==> config.mk <==
export PLATFORM = sky130hd
export DESIGN_NAME = vlso_top
export DESIGN_NICKNAME = d
export VERILOG_FILES = /design/src/hdl/vlso_pkg.sv /design/src/hdl/vlso_rx_if.sv /design/src/hdl/vlso_line_clk.sv /design/src/hdl/vlso_rx_frame.sv /design/src/hdl/vlso_top.sv
export VERILOG_INCLUDE_DIRS = /design/src /design/src/hdl
export SDC_FILE = /design/constraint.sdc
export NUM_CORES = 1
export LEC_CHECK = 0
export ABC_CLOCK_PERIOD_IN_PS = 6300
export BUFFER_PORTS_ARGS = -buffer_cell sky130_fd_sc_hd__buf_2
export CAP_MARGIN = 20
export CORE_MARGIN = 2
export CORE_UTILIZATION = 50
export DETAILED_ROUTE_END_ITERATION = 8
export MAX_ROUTING_LAYER = met4
export PLACE_DENSITY_LB_ADDON = 0.2
export RECOVER_POWER = 25
export SLEW_MARGIN = 20
export SYNTH_ARGS = -nofsm -noshare
export SYNTH_HDL_FRONTEND = slang
export SYNTH_SLANG_ARGS = --single-unit
==> constraint.sdc <==
create_clock -name CLK -period 6.3 [get_ports CLK]
set_clock_uncertainty 0.2 [all_clocks]
set_input_delay 0.63 -clock CLK [delete_from_list [all_inputs] [get_ports CLK]]
set_output_delay 0.63 -clock CLK [all_outputs]
set_load 0.005 [all_outputs]
==> src/hdl/vlso_map.svh <==
`ifndef VLSO_MAP_SVH
`define VLSO_MAP_SVH
// ----------------------------------------
// Register offsets (byte addresses)
// ----------------------------------------
`define VLSO_OFF_CFG 8'h00
`define VLSO_OFF_STAT 8'h04
`define VLSO_OFF_CLR 8'h08
`define VLSO_OFF_EN 8'h0c
`define VLSO_OFF_VEC 8'h10
`define VLSO_OFF_SYNC 8'h14
// ----------------------------------------
// Configuration register fields
// ----------------------------------------
`define VLSO_CFG_W 16
`define VLSO_CFG_VEC_LSB 0
`define VLSO_CFG_VEC_MSB 5
`define VLSO_CFG_B2 6
`define VLSO_CFG_NPR 7
`define VLSO_CFG_TWO_SYNC 8
`define VLSO_CFG_ACT_NS 9
`define VLSO_CFG_EVEN 10
`define VLSO_CFG_XTAL 11
`define VLSO_CFG_FAST 12
`define VLSO_CFG_LOOP 13
`define VLSO_CFG_RXEN 14
`define VLSO_CFG_RST 16'h03d8
// ----------------------------------------
// Event bits, status extras, vector layout
// ----------------------------------------
`define VLSO_EV_W 7
`define VLSO_RX_MASK 7'h07
`define VLSO_TX_MASK 7'h78
`define VLSO_ST_FRAMED 8
`define VLSO_ST_ACTIVE 9
`define VLSO_VEC_W 9
`define VLSO_VEC_RX_LSB 0
`define VLSO_VEC_TX_LSB 16
`define VLSO_VD_W 7
`define VLSO_SYNC_W 8
`define VLSO_SYNC_RST 8'h16
`define VLSO_BR_LEVEL 3'h5
`define VLSO_OKAY 2'b00
`define VLSO_SLVERR 2'b10
// ----------------------------------------
// Timing
// ----------------------------------------
`define VLSO_CLK_HZ 10000000
`define VLSO_RC_BAUD 14000
`define VLSO_RC_HALF (`VLSO_CLK_HZ / (2 * `VLSO_RC_BAUD))
`define VLSO_RC_W 10
`define VLSO_XDIV_SLOW 16
`define VLSO_XDIV_FAST 2
`define VLSO_XC_W 4
`endif

==> src/hdl/vlso_pkg.sv <==
`include "vlso_map.svh"
package vlso_pkg;
  // Vector drive phases
  typedef enum logic [1:0] {VS_IDLE, VS_RX, VS_TX} vlso_vs_t;

  // Top-level state
  typedef struct packed {
    logic [`VLSO_CFG_W-1:0] cfg;
    logic [`VLSO_SYNC_W-1:0] sync;
    logic [`VLSO_EV_W-1:0] stat;
    logic [`VLSO_EV_W-1:0] en;
    logic bvalid;
    logic [1:0] bresp;
    logic rvalid;
    logic [1:0] rresp;
    logic [31:0] rdata;
    vlso_vs_t vs;
    logic [`VLSO_VD_W-1:0] vec;
    logic vec_oe;
  } vlso_top_st_t;

  // Receive framing state
  typedef struct packed {
    logic [1:0] scnt;
    logic framed;
    logic active;
    logic perr;
  } vlso_rx_st_t;

  // Line clock state
  typedef struct packed {
    logic xprev;
    logic [`VLSO_XC_W-1:0] xcnt;
    logic xclk;
    logic [`VLSO_RC_W-1:0] rcnt;
    logic rclk;
    logic line;
  } vlso_lc_st_t;
endpackage

==> src/hdl/vlso_rx_if.sv <==
`timescale 1ns/1ps
`default_nettype none
`include "vlso_map.svh"
interface vlso_rx_if;
  logic ch_valid;
  logic [`VLSO_SYNC_W-1:0] ch;
  logic par_bit;
  logic [`VLSO_SYNC_W-1:0] sync_ch;
  logic two_sync;
  logic act_nonsync;
  logic even_par;
  logic rx_en;
  logic framed;
  logic active;
  logic par_err;
  modport owner (output ch_valid, ch, par_bit, sync_ch, two_sync, act_nonsync, even_par, rx_en,
                 input framed, active, par_err);
  modport frame (input ch_valid, ch, par_bit, sync_ch, two_sync, act_nonsync, even_par, rx_en,
                 output framed, active, par_err);
endinterface
`default_nettype wire

==> src/hdl/vlso_line_clk.sv <==
`timescale 1ns/1ps
`default_nettype none
`include "vlso_map.svh"
module vlso_line_clk
  import vlso_pkg::*;
#(
  parameter logic [`VLSO_RC_W-1:0] RC_HALF = `VLSO_RC_W'(`VLSO_RC_HALF)
) (
  // Clock and reset
  input wire logic clk,
  input wire logic arst_n,
  // Clock sources and options
  input wire logic xtal_in,
  input wire logic modem_clk,
  input wire logic xtal_present,
  input wire logic xtal_fast,
  input wire logic loop_test,
  // Resulting line clock
  output logic line_clk
);
  vlso_lc_st_t r_reg, r_next;
  logic [`VLSO_XC_W-1:0] xhalf;

  // Crystal divider, RC oscillator and source choice
  always_comb begin
    r_next = r_reg;
    xhalf = xtal_fast ? `VLSO_XC_W'(`VLSO_XDIV_FAST / 2)
                      : `VLSO_XC_W'(`VLSO_XDIV_SLOW / 2);
    r_next.xprev = xtal_in;
    if (xtal_in && !r_reg.xprev) begin
      if (r_reg.xcnt + `VLSO_XC_W'(1) >= xhalf) begin
        r_next.xcnt = '0;
        r_next.xclk = !r_reg.xclk;
      end else begin
        r_next.xcnt = r_reg.xcnt + `VLSO_XC_W'(1);
      end
    end
    if (r_reg.rcnt + `VLSO_RC_W'(1) >= RC_HALF) begin
      r_next.rcnt = '0;
      r_next.rclk = !r_reg.rclk;
    end else begin
      r_next.rcnt = r_reg.rcnt + `VLSO_RC_W'(1);
    end
    if (xtal_present) begin
      r_next.line = r_reg.xclk;
    end else if (loop_test) begin
      r_next.line = r_reg.rclk;
    end else begin
      r_next.line = modem_clk;
    end
  end

  // State register
  always_ff @(posedge clk or negedge arst_n) begin
    if (!arst_n) begin
      r_reg <= '0;
    end else begin
      r_reg <= r_next;
    end
  end

  assign line_clk = r_reg.line;
endmodule
`default_nettype wire

==> src/hdl/vlso_rx_frame.sv <==
`timescale 1ns/1ps
`default_nettype none
`include "vlso_map.svh"
module vlso_rx_frame
  import vlso_pkg::*;
(
  // Clock and reset
  input wire logic clk,
  input wire logic arst_n,
  // Character stream and results
  vlso_rx_if.frame rx
);
  vlso_rx_st_t r_reg, r_next;
  logic is_sync;
  logic par_x;

  // Sync hunt, receive active and parity check
  always_comb begin
    r_next = r_reg;
    r_next.perr = 1'b0;
    is_sync = (rx.ch == rx.sync_ch);
    par_x = ^{rx.ch, rx.par_bit};
    if (!rx.rx_en) begin
      r_next.scnt = '0;
      r_next.framed = 1'b0;
      r_next.active = 1'b0;
    end else if (rx.ch_valid) begin
      if (!r_reg.framed) begin
        if (is_sync) begin
          r_next.scnt = r_reg.scnt + 2'd1;
          if (rx.two_sync ? (r_reg.scnt != 2'd0) : 1'b1) begin
            r_next.framed = 1'b1;
            r_next.active = !rx.act_nonsync;
          end
        end else begin
          r_next.scnt = '0;
        end
      end else if (!is_sync) begin
        r_next.active = 1'b1;
        r_next.perr = rx.even_par ? par_x : !par_x;
      end
    end
  end

  // State register
  always_ff @(posedge clk or negedge arst_n) begin
    if (!arst_n) begin
      r_reg <= '0;
    end else begin
      r_reg <= r_next;
    end
  end

  assign rx.framed = r_reg.framed;
  assign rx.active = r_reg.active;
  assign rx.par_err = r_reg.perr;
endmodule
`default_nettype wire

==> src/hdl/vlso_top.sv <==
// Implementation choices: the register offsets and the AXI4-Lite register port.
`timescale 1ns/1ps
`default_nettype none
`include "vlso_map.svh"
module vlso_top
  import vlso_pkg::*;
#(
  parameter int AW = 8,
  parameter logic [2:0] PRIO = `VLSO_BR_LEVEL
) (
  // Clock and reset
  input wire logic CLK,
  input wire logic ARST_N,
  // AXI4-Lite write address and data
  input wire logic [AW-1:0] S_AXI_AWADDR,
  input wire logic S_AXI_AWVALID,
  output logic S_AXI_AWREADY,
  input wire logic [31:0] S_AXI_WDATA,
  input wire logic [3:0] S_AXI_WSTRB,
  input wire logic S_AXI_WVALID,
  output logic S_AXI_WREADY,
  // AXI4-Lite write response
  output logic [1:0] S_AXI_BRESP,
  output logic S_AXI_BVALID,
  input wire logic S_AXI_BREADY,
  // AXI4-Lite read
  input wire logic [AW-1:0] S_AXI_ARADDR,
  input wire logic S_AXI_ARVALID,
  output logic S_AXI_ARREADY,
  output logic [31:0] S_AXI_RDATA,
  output logic [1:0] S_AXI_RRESP,
  output logic S_AXI_RVALID,
  input wire logic S_AXI_RREADY,
  // Interrupt events from the line logic
  input wire logic RX_DONE_P,
  input wire logic RX_DONE_S,
  input wire logic CHAR_FLAG,
  input wire logic TX_DONE_P,
  input wire logic TX_DONE_S,
  input wire logic ERR_FLAG,
  input wire logic DSET_FLAG,
  // Interrupt request and vector drive
  output logic IRQ,
  output logic RX_REQ,
  output logic TX_REQ,
  output logic [2:0] BR_LEVEL,
  output logic NPR_FAST,
  input wire logic INT_GRANT,
  output logic [`VLSO_VD_W-1:0] VEC_D,
  output logic VEC_OE,
  // Received characters
  input wire logic CH_VALID,
  input wire logic [`VLSO_SYNC_W-1:0] CH_DATA,
  input wire logic CH_PAR,
  output logic FRAMED,
  output logic RX_ACTIVE,
  // Line clocking
  input wire logic XTAL_IN,
  input wire logic MODEM_CLK,
  output logic LINE_CLK
);
  vlso_top_st_t r_reg, r_next;
  vlso_rx_if rxi ();
  logic [31:0] mask;
  logic [31:0] rd;
  logic [`VLSO_EV_W-1:0] ev;
  logic [`VLSO_EV_W-1:0] clr;
  logic [`VLSO_EV_W-1:0] pend;
  logic [`VLSO_VD_W-2:0] vhi;
  logic [`VLSO_VD_W-1:0] vec_rx;
  logic [`VLSO_VD_W-1:0] vec_tx;
  logic wr_ok;
  logic rd_ok;
  logic req_rx;
  logic req_tx;

  // ----------------------------------------
  // Submodules
  // ----------------------------------------

  // Framing and parity
  vlso_rx_frame u_frame (
    .clk(CLK),
    .arst_n(ARST_N),
    .rx(rxi.frame)
  );

  // Line clock source
  vlso_line_clk u_lclk (
    .clk(CLK),
    .arst_n(ARST_N),
    .xtal_in(XTAL_IN),
    .modem_clk(MODEM_CLK),
    .xtal_present(r_reg.cfg[`VLSO_CFG_XTAL]),
    .xtal_fast(r_reg.cfg[`VLSO_CFG_FAST]),
    .loop_test(r_reg.cfg[`VLSO_CFG_LOOP]),
    .line_clk(LINE_CLK)
  );

  // Options handed to the framing logic
  assign rxi.ch_valid = CH_VALID;
  assign rxi.ch = CH_DATA;
  assign rxi.par_bit = CH_PAR;
  assign rxi.sync_ch = r_reg.sync;
  assign rxi.two_sync = r_reg.cfg[`VLSO_CFG_TWO_SYNC];
  assign rxi.act_nonsync = r_reg.cfg[`VLSO_CFG_ACT_NS];
  assign rxi.even_par = r_reg.cfg[`VLSO_CFG_EVEN];
  assign rxi.rx_en = r_reg.cfg[`VLSO_CFG_RXEN];

  // ----------------------------------------
  // Request decode
  // ----------------------------------------

  // Enabled events split into the two vector groups
  assign pend = r_reg.stat & r_reg.en;
  assign req_rx = |(pend & `VLSO_RX_MASK);
  assign req_tx = |(pend & `VLSO_TX_MASK);
  assign vhi = r_reg.cfg[`VLSO_CFG_VEC_MSB:`VLSO_CFG_VEC_LSB];

  // ----------------------------------------
  // Vector words, events and bus acceptance
  // ----------------------------------------

  // Vector bits 8..2 of each side; bits 1 and 0 are never sent
  assign vec_rx = {vhi, 1'b0};
  assign vec_tx = {vhi, r_reg.cfg[`VLSO_CFG_B2]};

  // Events in status bit order; parity errors join the error flag
  assign ev = {DSET_FLAG, ERR_FLAG | rxi.par_err, TX_DONE_S, TX_DONE_P, CHAR_FLAG, RX_DONE_S, RX_DONE_P};

  // A write needs both halves and no answer pending, so both are taken together
  assign wr_ok = S_AXI_AWVALID && S_AXI_WVALID && !r_reg.bvalid;
  assign rd_ok = S_AXI_ARVALID && !r_reg.rvalid;

  // Byte lane mask, one lane per write strobe
  for (genvar g = 0; g < 4; g++) begin : g_lane
    assign mask[8*g +: 8] = {8{S_AXI_WSTRB[g]}};
  end

  // ----------------------------------------
  // Next state
  // ----------------------------------------

  // Bus slave, sticky status and vector sequencing
  always_comb begin
    r_next = r_reg;
    clr = '0;
    rd = '0;
    // Write channel
    if (r_reg.bvalid && S_AXI_BREADY) begin
      r_next.bvalid = 1'b0;
    end
    if (wr_ok) begin
      r_next.bvalid = 1'b1;
      r_next.bresp = `VLSO_OKAY;
      case (S_AXI_AWADDR[7:0])
        `VLSO_OFF_CFG: begin
          r_next.cfg = (r_reg.cfg & ~mask[`VLSO_CFG_W-1:0]) | (S_AXI_WDATA[`VLSO_CFG_W-1:0] & mask[`VLSO_CFG_W-1:0]);
        end
        `VLSO_OFF_CLR: begin
          clr = S_AXI_WDATA[`VLSO_EV_W-1:0] & mask[`VLSO_EV_W-1:0];
        end
        `VLSO_OFF_EN: begin
          r_next.en = (r_reg.en & ~mask[`VLSO_EV_W-1:0]) | (S_AXI_WDATA[`VLSO_EV_W-1:0] & mask[`VLSO_EV_W-1:0]);
        end
        `VLSO_OFF_SYNC: begin
          r_next.sync = (r_reg.sync & ~mask[`VLSO_SYNC_W-1:0]) | (S_AXI_WDATA[`VLSO_SYNC_W-1:0] & mask[`VLSO_SYNC_W-1:0]);
        end
        `VLSO_OFF_STAT, `VLSO_OFF_VEC: begin
          r_next.bresp = `VLSO_OKAY;
        end
        default: begin
          r_next.bresp = `VLSO_SLVERR;
        end
      endcase
    end
    // Set wins over clear
    r_next.stat = (r_reg.stat & ~clr) | ev;
    // Read channel
    if (r_reg.rvalid && S_AXI_RREADY) begin
      r_next.rvalid = 1'b0;
    end
    if (rd_ok) begin
      r_next.rvalid = 1'b1;
      r_next.rresp = `VLSO_OKAY;
      case (S_AXI_ARADDR[7:0])
        `VLSO_OFF_CFG: begin
          rd[`VLSO_CFG_W-1:0] = r_reg.cfg;
        end
        `VLSO_OFF_STAT: begin
          rd[`VLSO_EV_W-1:0] = r_reg.stat;
          rd[`VLSO_ST_FRAMED] = rxi.framed;
          rd[`VLSO_ST_ACTIVE] = rxi.active;
        end
        `VLSO_OFF_CLR: begin
          rd = '0;
        end
        `VLSO_OFF_EN: begin
          rd[`VLSO_EV_W-1:0] = r_reg.en;
        end
        `VLSO_OFF_VEC: begin
          rd[`VLSO_VEC_RX_LSB +: `VLSO_VEC_W] = {vec_rx, 2'b00};
          rd[`VLSO_VEC_TX_LSB +: `VLSO_VEC_W] = {vec_tx, 2'b00};
        end
        `VLSO_OFF_SYNC: begin
          rd[`VLSO_SYNC_W-1:0] = r_reg.sync;
        end
        default: begin
          r_next.rresp = `VLSO_SLVERR;
        end
      endcase
      r_next.rdata = rd;
    end
    // Vector drive during the grant, receiver side first
    case (r_reg.vs)
      VS_IDLE: begin
        if (INT_GRANT && req_rx) begin
          r_next.vs = VS_RX;
          r_next.vec = vec_rx;
          r_next.vec_oe = 1'b1;
        end else if (INT_GRANT && req_tx) begin
          r_next.vs = VS_TX;
          r_next.vec = vec_tx;
          r_next.vec_oe = 1'b1;
        end
      end
      VS_RX, VS_TX: begin
        if (!INT_GRANT) begin
          r_next.vs = VS_IDLE;
          r_next.vec = '0;
          r_next.vec_oe = 1'b0;
        end
      end
      default: begin
        r_next.vs = VS_IDLE;
        r_next.vec = '0;
        r_next.vec_oe = 1'b0;
      end
    endcase
  end

  // ----------------------------------------
  // State register
  // ----------------------------------------

  // Reset loads the shipped strap setting
  always_ff @(posedge CLK or negedge ARST_N) begin
    if (!ARST_N) begin
      r_reg <= '0;
      r_reg.cfg <= `VLSO_CFG_RST;
      r_reg.sync <= `VLSO_SYNC_RST;
      r_reg.vs <= VS_IDLE;
    end else begin
      r_reg <= r_next;
    end
  end

  // ----------------------------------------
  // Outputs
  // ----------------------------------------

  // Bus handshakes
  assign S_AXI_AWREADY = wr_ok;
  assign S_AXI_WREADY = wr_ok;
  assign S_AXI_BVALID = r_reg.bvalid;
  assign S_AXI_BRESP = r_reg.bresp;
  assign S_AXI_ARREADY = rd_ok;
  assign S_AXI_RVALID = r_reg.rvalid;
  assign S_AXI_RDATA = r_reg.rdata;
  assign S_AXI_RRESP = r_reg.rresp;

  // Interrupt request and vector pins
  assign IRQ = req_rx | req_tx;
  assign RX_REQ = req_rx;
  assign TX_REQ = req_tx;
  assign BR_LEVEL = PRIO;
  assign NPR_FAST = r_reg.cfg[`VLSO_CFG_NPR];
  assign VEC_D = r_reg.vec;
  assign VEC_OE = r_reg.vec_oe;

  // Framing state
  assign FRAMED = rxi.framed;
  assign RX_ACTIVE = rxi.active;
endmodule
`default_nettype wire

# Yosys cells after proc, flatten, opt, wreduce, memory -nomap -nowiden
# Index checks and enable logic that the tools add are counted.
[totals]
wordCells = 134
regBits = 102
in_bits = 79
[op_classes]
mux = 35
n_reduce_logical = 34
magnitude_cmp = 2
n_bitwise = 18
addsub = 3
eq_ne = 20
[ops]
columns = ["op", "n"]
rows = [
  ["$mux 10", 4],
  ["$mux 35", 1],
  ["$pmux 7 s5", 1],
  ["$and 16x16->16", 2],
  ["$eq 8x4->1 const B", 4],
  ["$eq 8x5->1 const B", 4],
  ["$and 7x7->7", 4],
  ["$pmux 10 s2", 1],
  ["$and 8x8->8", 2],
  ["$eq 8x3->1 const B", 2],
  ["$logic_not 8->1", 2],
  ["$not 16->16", 1],
  ["$or 16x16->16", 1],
  ["$mux 7", 2],
  ["$not 7->7", 2],
  ["$or 7x7->7", 2],
  ["$mux 2", 6],
  ["$mux 4", 3],
  ["$reduce_and 2->1", 6],
  ["$reduce_or 6->1", 2],
  ["$add 10x1->10 const B", 1],
  ["$ge 10x9->1 const B", 1],
  ["$mux 1", 9],
  ["$mux 9", 1],
  ["26 further kinds", 48],
]

# Depth between registers and ports, before layout
[depth]
word_depth = 7
depth_mapped = 8
mapped_depth_nobuf = 7

# Cells and area by module
# A second synthesis with hierarchy kept.
[hier_totals]
cells_unflattened = 481
area_unflattened_um2 = 5283.8
[modules_own_cells]
columns = ["mod", "area_per_inst_um2", "seq_area_each_um2", "cells_per_inst", "n_inst"]
rows = [
  ["vlso_top", 3776.1, 1888.1, 333, 1],
  ["vlso_line_clk", 1047.3, 450.4, 100, 1],
  ["vlso_rx_frame", 460.4, 125.1, 48, 1],
]

# Worst setup path after synthesis
# No wires, ideal clock.
[synth_timing]
path_type = "input port to flip-flop"
start = "input port S_AXI_WVALID"
end = "register with a tool-made name"
required_time_ns = 5.975
stages = 4
setup_slack_ns = 4.208
arrival_time_ns = 1.768
path_cell_list = "nand3b_1 -> and4bb_1 -> nand4b_1 -> mux2_2"
[synth_rtl]
columns = ["element", "line", "text"]
rows = [
  ["start, declared", "vlso_top.sv:20", "input wire logic S_AXI_WVALID,"],
]

==> run metrics <==
crit start category primary input; clock share of power 29.8%; core area 0.00977 mm²; Root Buffer clkbuf_8; top_reg_cell synth dfrtp_1; Synthesis Warnings 0; Synth Area in XOR/XNOR 4.86%; sequential area share after synthesis 48.8%; max-cap viol count 1; Synth Instances 477; ys async rst share 100%; # resized after CTS 0; initial antenna violation count 1; Tcrit/Tclk final 47.9%; Slew headroom -4.46%; post-synthesis cell area 0.00504 mm²; failing checks max-capacitance violations, max-slew violations; post-route ant nets 0; placed cell count 669; H-tree Lvls 3; Yosys reg bits 98; # clock sinks 98; IO buf count 105; number of global-route vias before repair 3606; GR peak layer met2; worst vdd ir 0.138 mV; final WL 10.6 mm; number of cell rows 36; Setup Fix Bufs, Post-CTS 0; Crit Path Max Fanout 70; routed length per instance 15.5 µm; Net Sw Frac 29.4%; Worst-path clk slew 0.09 ns; Initial Util 51.6%; Die Wd 104 µm; routability cong. 0.847; DP HPWL 7.84 mm; Util after Layout 57.0%; Num CTS Buffers 9; Slew Limit Fails 30; total gr overflow 0; CP startpoint ARST_N; CP arrival 3.21 ns; # IOs 138; full die area 0.0109 mm²; kind of critical path primary input to asynchronous set/reset pin; Area Overhead vs Synth 10.4%; max frequency 0.332 GHz; crit end category asynchronous set/reset pin; Leak 2.68 nW; Worst Path Required 6.49 ns; worst min path class primary input to flop; hold_buf cts 1; maximum number of pins on one net before global-route repair 71; drt pass-1 iters 4; met3 Usage GRT 4.95%; final critical-path required period 3.01 ns; met1 GRT Util 27.5%; share of post-route cells with drive strength above 1 28.8%; setup TNS 0 ns; via count 3606; CTS Buffer Depth 2; post-synthesis compound-gate area fraction 13.4%; Die Ht 104 µm; Final Hold Fails 0; Hold Slack 0.177 ns; gr usage total 21.3%; DRC viols 0; endpoints failing setup 0; Iter 0 DRT Violations 124; status complete, but fails checks; Mean Syn Cell Area 10.6 µm²; GR Util met2 33.7%; Synth Area in Simple Gates 12.2%; routed vias/inst 5.26; reg-to-reg startpoint S_AXI_RVALID; Synth Area in Adders 1.74%; post-synthesis mux area share 9.28%; first-pass GRT wire length 17.9 mm; Pint 0.950 mW; Logic pwr share 17.4%; RSZ-0062 raised after global routing no; worst slew pin tran 1.57 ns; Clock Latency Late Sink 0.37 ns; power per cell area 242 mW/mm²; CTS tree done; Distinct cells, synth 53; main combinational cell family by area after synthesis compound AO/OA/AOI/OAI gates; Post-synth EDFFs 0; register share of total power 52.8%; Post-Layout Cell Count 686; Nets 634; Net Sw Power 0.395 mW; hold path start XTAL_IN
## layout make-up
type	count	area, µm²
Sequential cell	98	2460
Multi-Input combinational cell	312	2150
Tap cell	133	166
Clock inverter	5	56.3
Timing Repair Buffer	108	536
Antenna cell	1	2.50
Clock buffer	10	128
Fill cell	895	4200
Inverter	19	71.3
## stage by stage
step                      setup slack (ns)  area [µm²]  total power, mW
after floorplan                       4.21        5090            0.887
after global placement                3.79        5390            0.944
after detailed placement              3.68        5390            0.957
after CTS                             3.61        5590             1.36
after global routing                  2.82        5570             1.42
final                                 3.29        5570             1.35
## cell families after synthesis
group | count (synthesis)
other cells | 2
flops | 98
buf+inv | 80
fa+ha+maj | 7
simple gates | 125
compound gates | 94
mux | 43
xor+xnor | 28
## worst paths after layout
check | end | slack, ns | cells past startpoint
worst max register to register | S_AXI_RDATA[11] | 3.83 | 5
min in group asynchronous | S_AXI_RDATA[15] | 0.98 | 2
max in group CLK | S_AXI_ARREADY | 3.31 | 5
worst min-delay path | u_lclk.r_reg[17] | 0.18 | 1
worst max-delay path | u_lclk.r_reg[2] | 3.29 | 3
worst min register to register | r_reg[60] | 0.24 | 1
## Yosys cell counts (10+ instances only)
library cell  number  area, µm²
buf_4             48        360
clkbuf_1          10       37.5
nand3_1           13       65.1
dfrtp_1           89       2230
nor2_1            23       86.3
mux2_2            30        338
nand2_1           50        188
a22o_1            19        166
mux2i_1           13        130
xnor2_1           21        184
o21ai_0           35        175
inv_1             19       71.3
## cell usage in the layout, fill, tap and decap left out, types with 3 or more instances in the layout
cell type | Yosys | routed
buf_2 | 2 | 96
a22o_1 | 19 | 19
and2_1 | 3 | 3
dfstp_2 | 9 | 8
ha_1 | 7 | 7
nand2_1 | 50 | 50
nor2b_1 | 4 | 4
mux2i_1 | 13 | 13
conb_1 | 2 | 15
mux2_2 | 30 | 30
nand3_1 | 13 | 13
dfrtp_1 | 89 | 89
a222oi_1 | 4 | 4
a21o_1 | 8 | 8
clkbuf_1 | 10 | 11
o21ai_0 | 35 | 35
nand2b_1 | 5 | 5
a21oi_1 | 6 | 6
nor2_1 | 23 | 23
o31ai_1 | 3 | 3
and3_1 | 5 | 5
xor2_1 | 7 | 7
xnor2_1 | 21 | 21
nor3_1 | 5 | 5
clkbuf_8 | 0 | 9
nand4_1 | 4 | 4
inv_1 | 19 | 19
## per-layer routing
metal	share of wire [%]	vias up	wire length [µm]
met1	45	1730	4820
li1	-	1753	-
met5	0	-	0
met4	1.8	0	189
met2	48	108	5120
met3	4.7	15	501
## power by group through the flow
stage	Sequential [mW]	Clock [mW]	Combinational [mW]
after floorplan	0.714	0	0.173
after global placement	0.719	0	0.225
after detailed placement	0.721	0	0.237
after CTS	0.710	0.411	0.238
after global routing	0.717	0.437	0.266
final	0.710	0.401	0.234
## worst max-delay path: stages
cell and delay, ns:
dlygate4sd3_1 0.53, clkbuf_1 1.13, buf_4 0.88
Note: power is estimated with default switching activity, not from simulation.
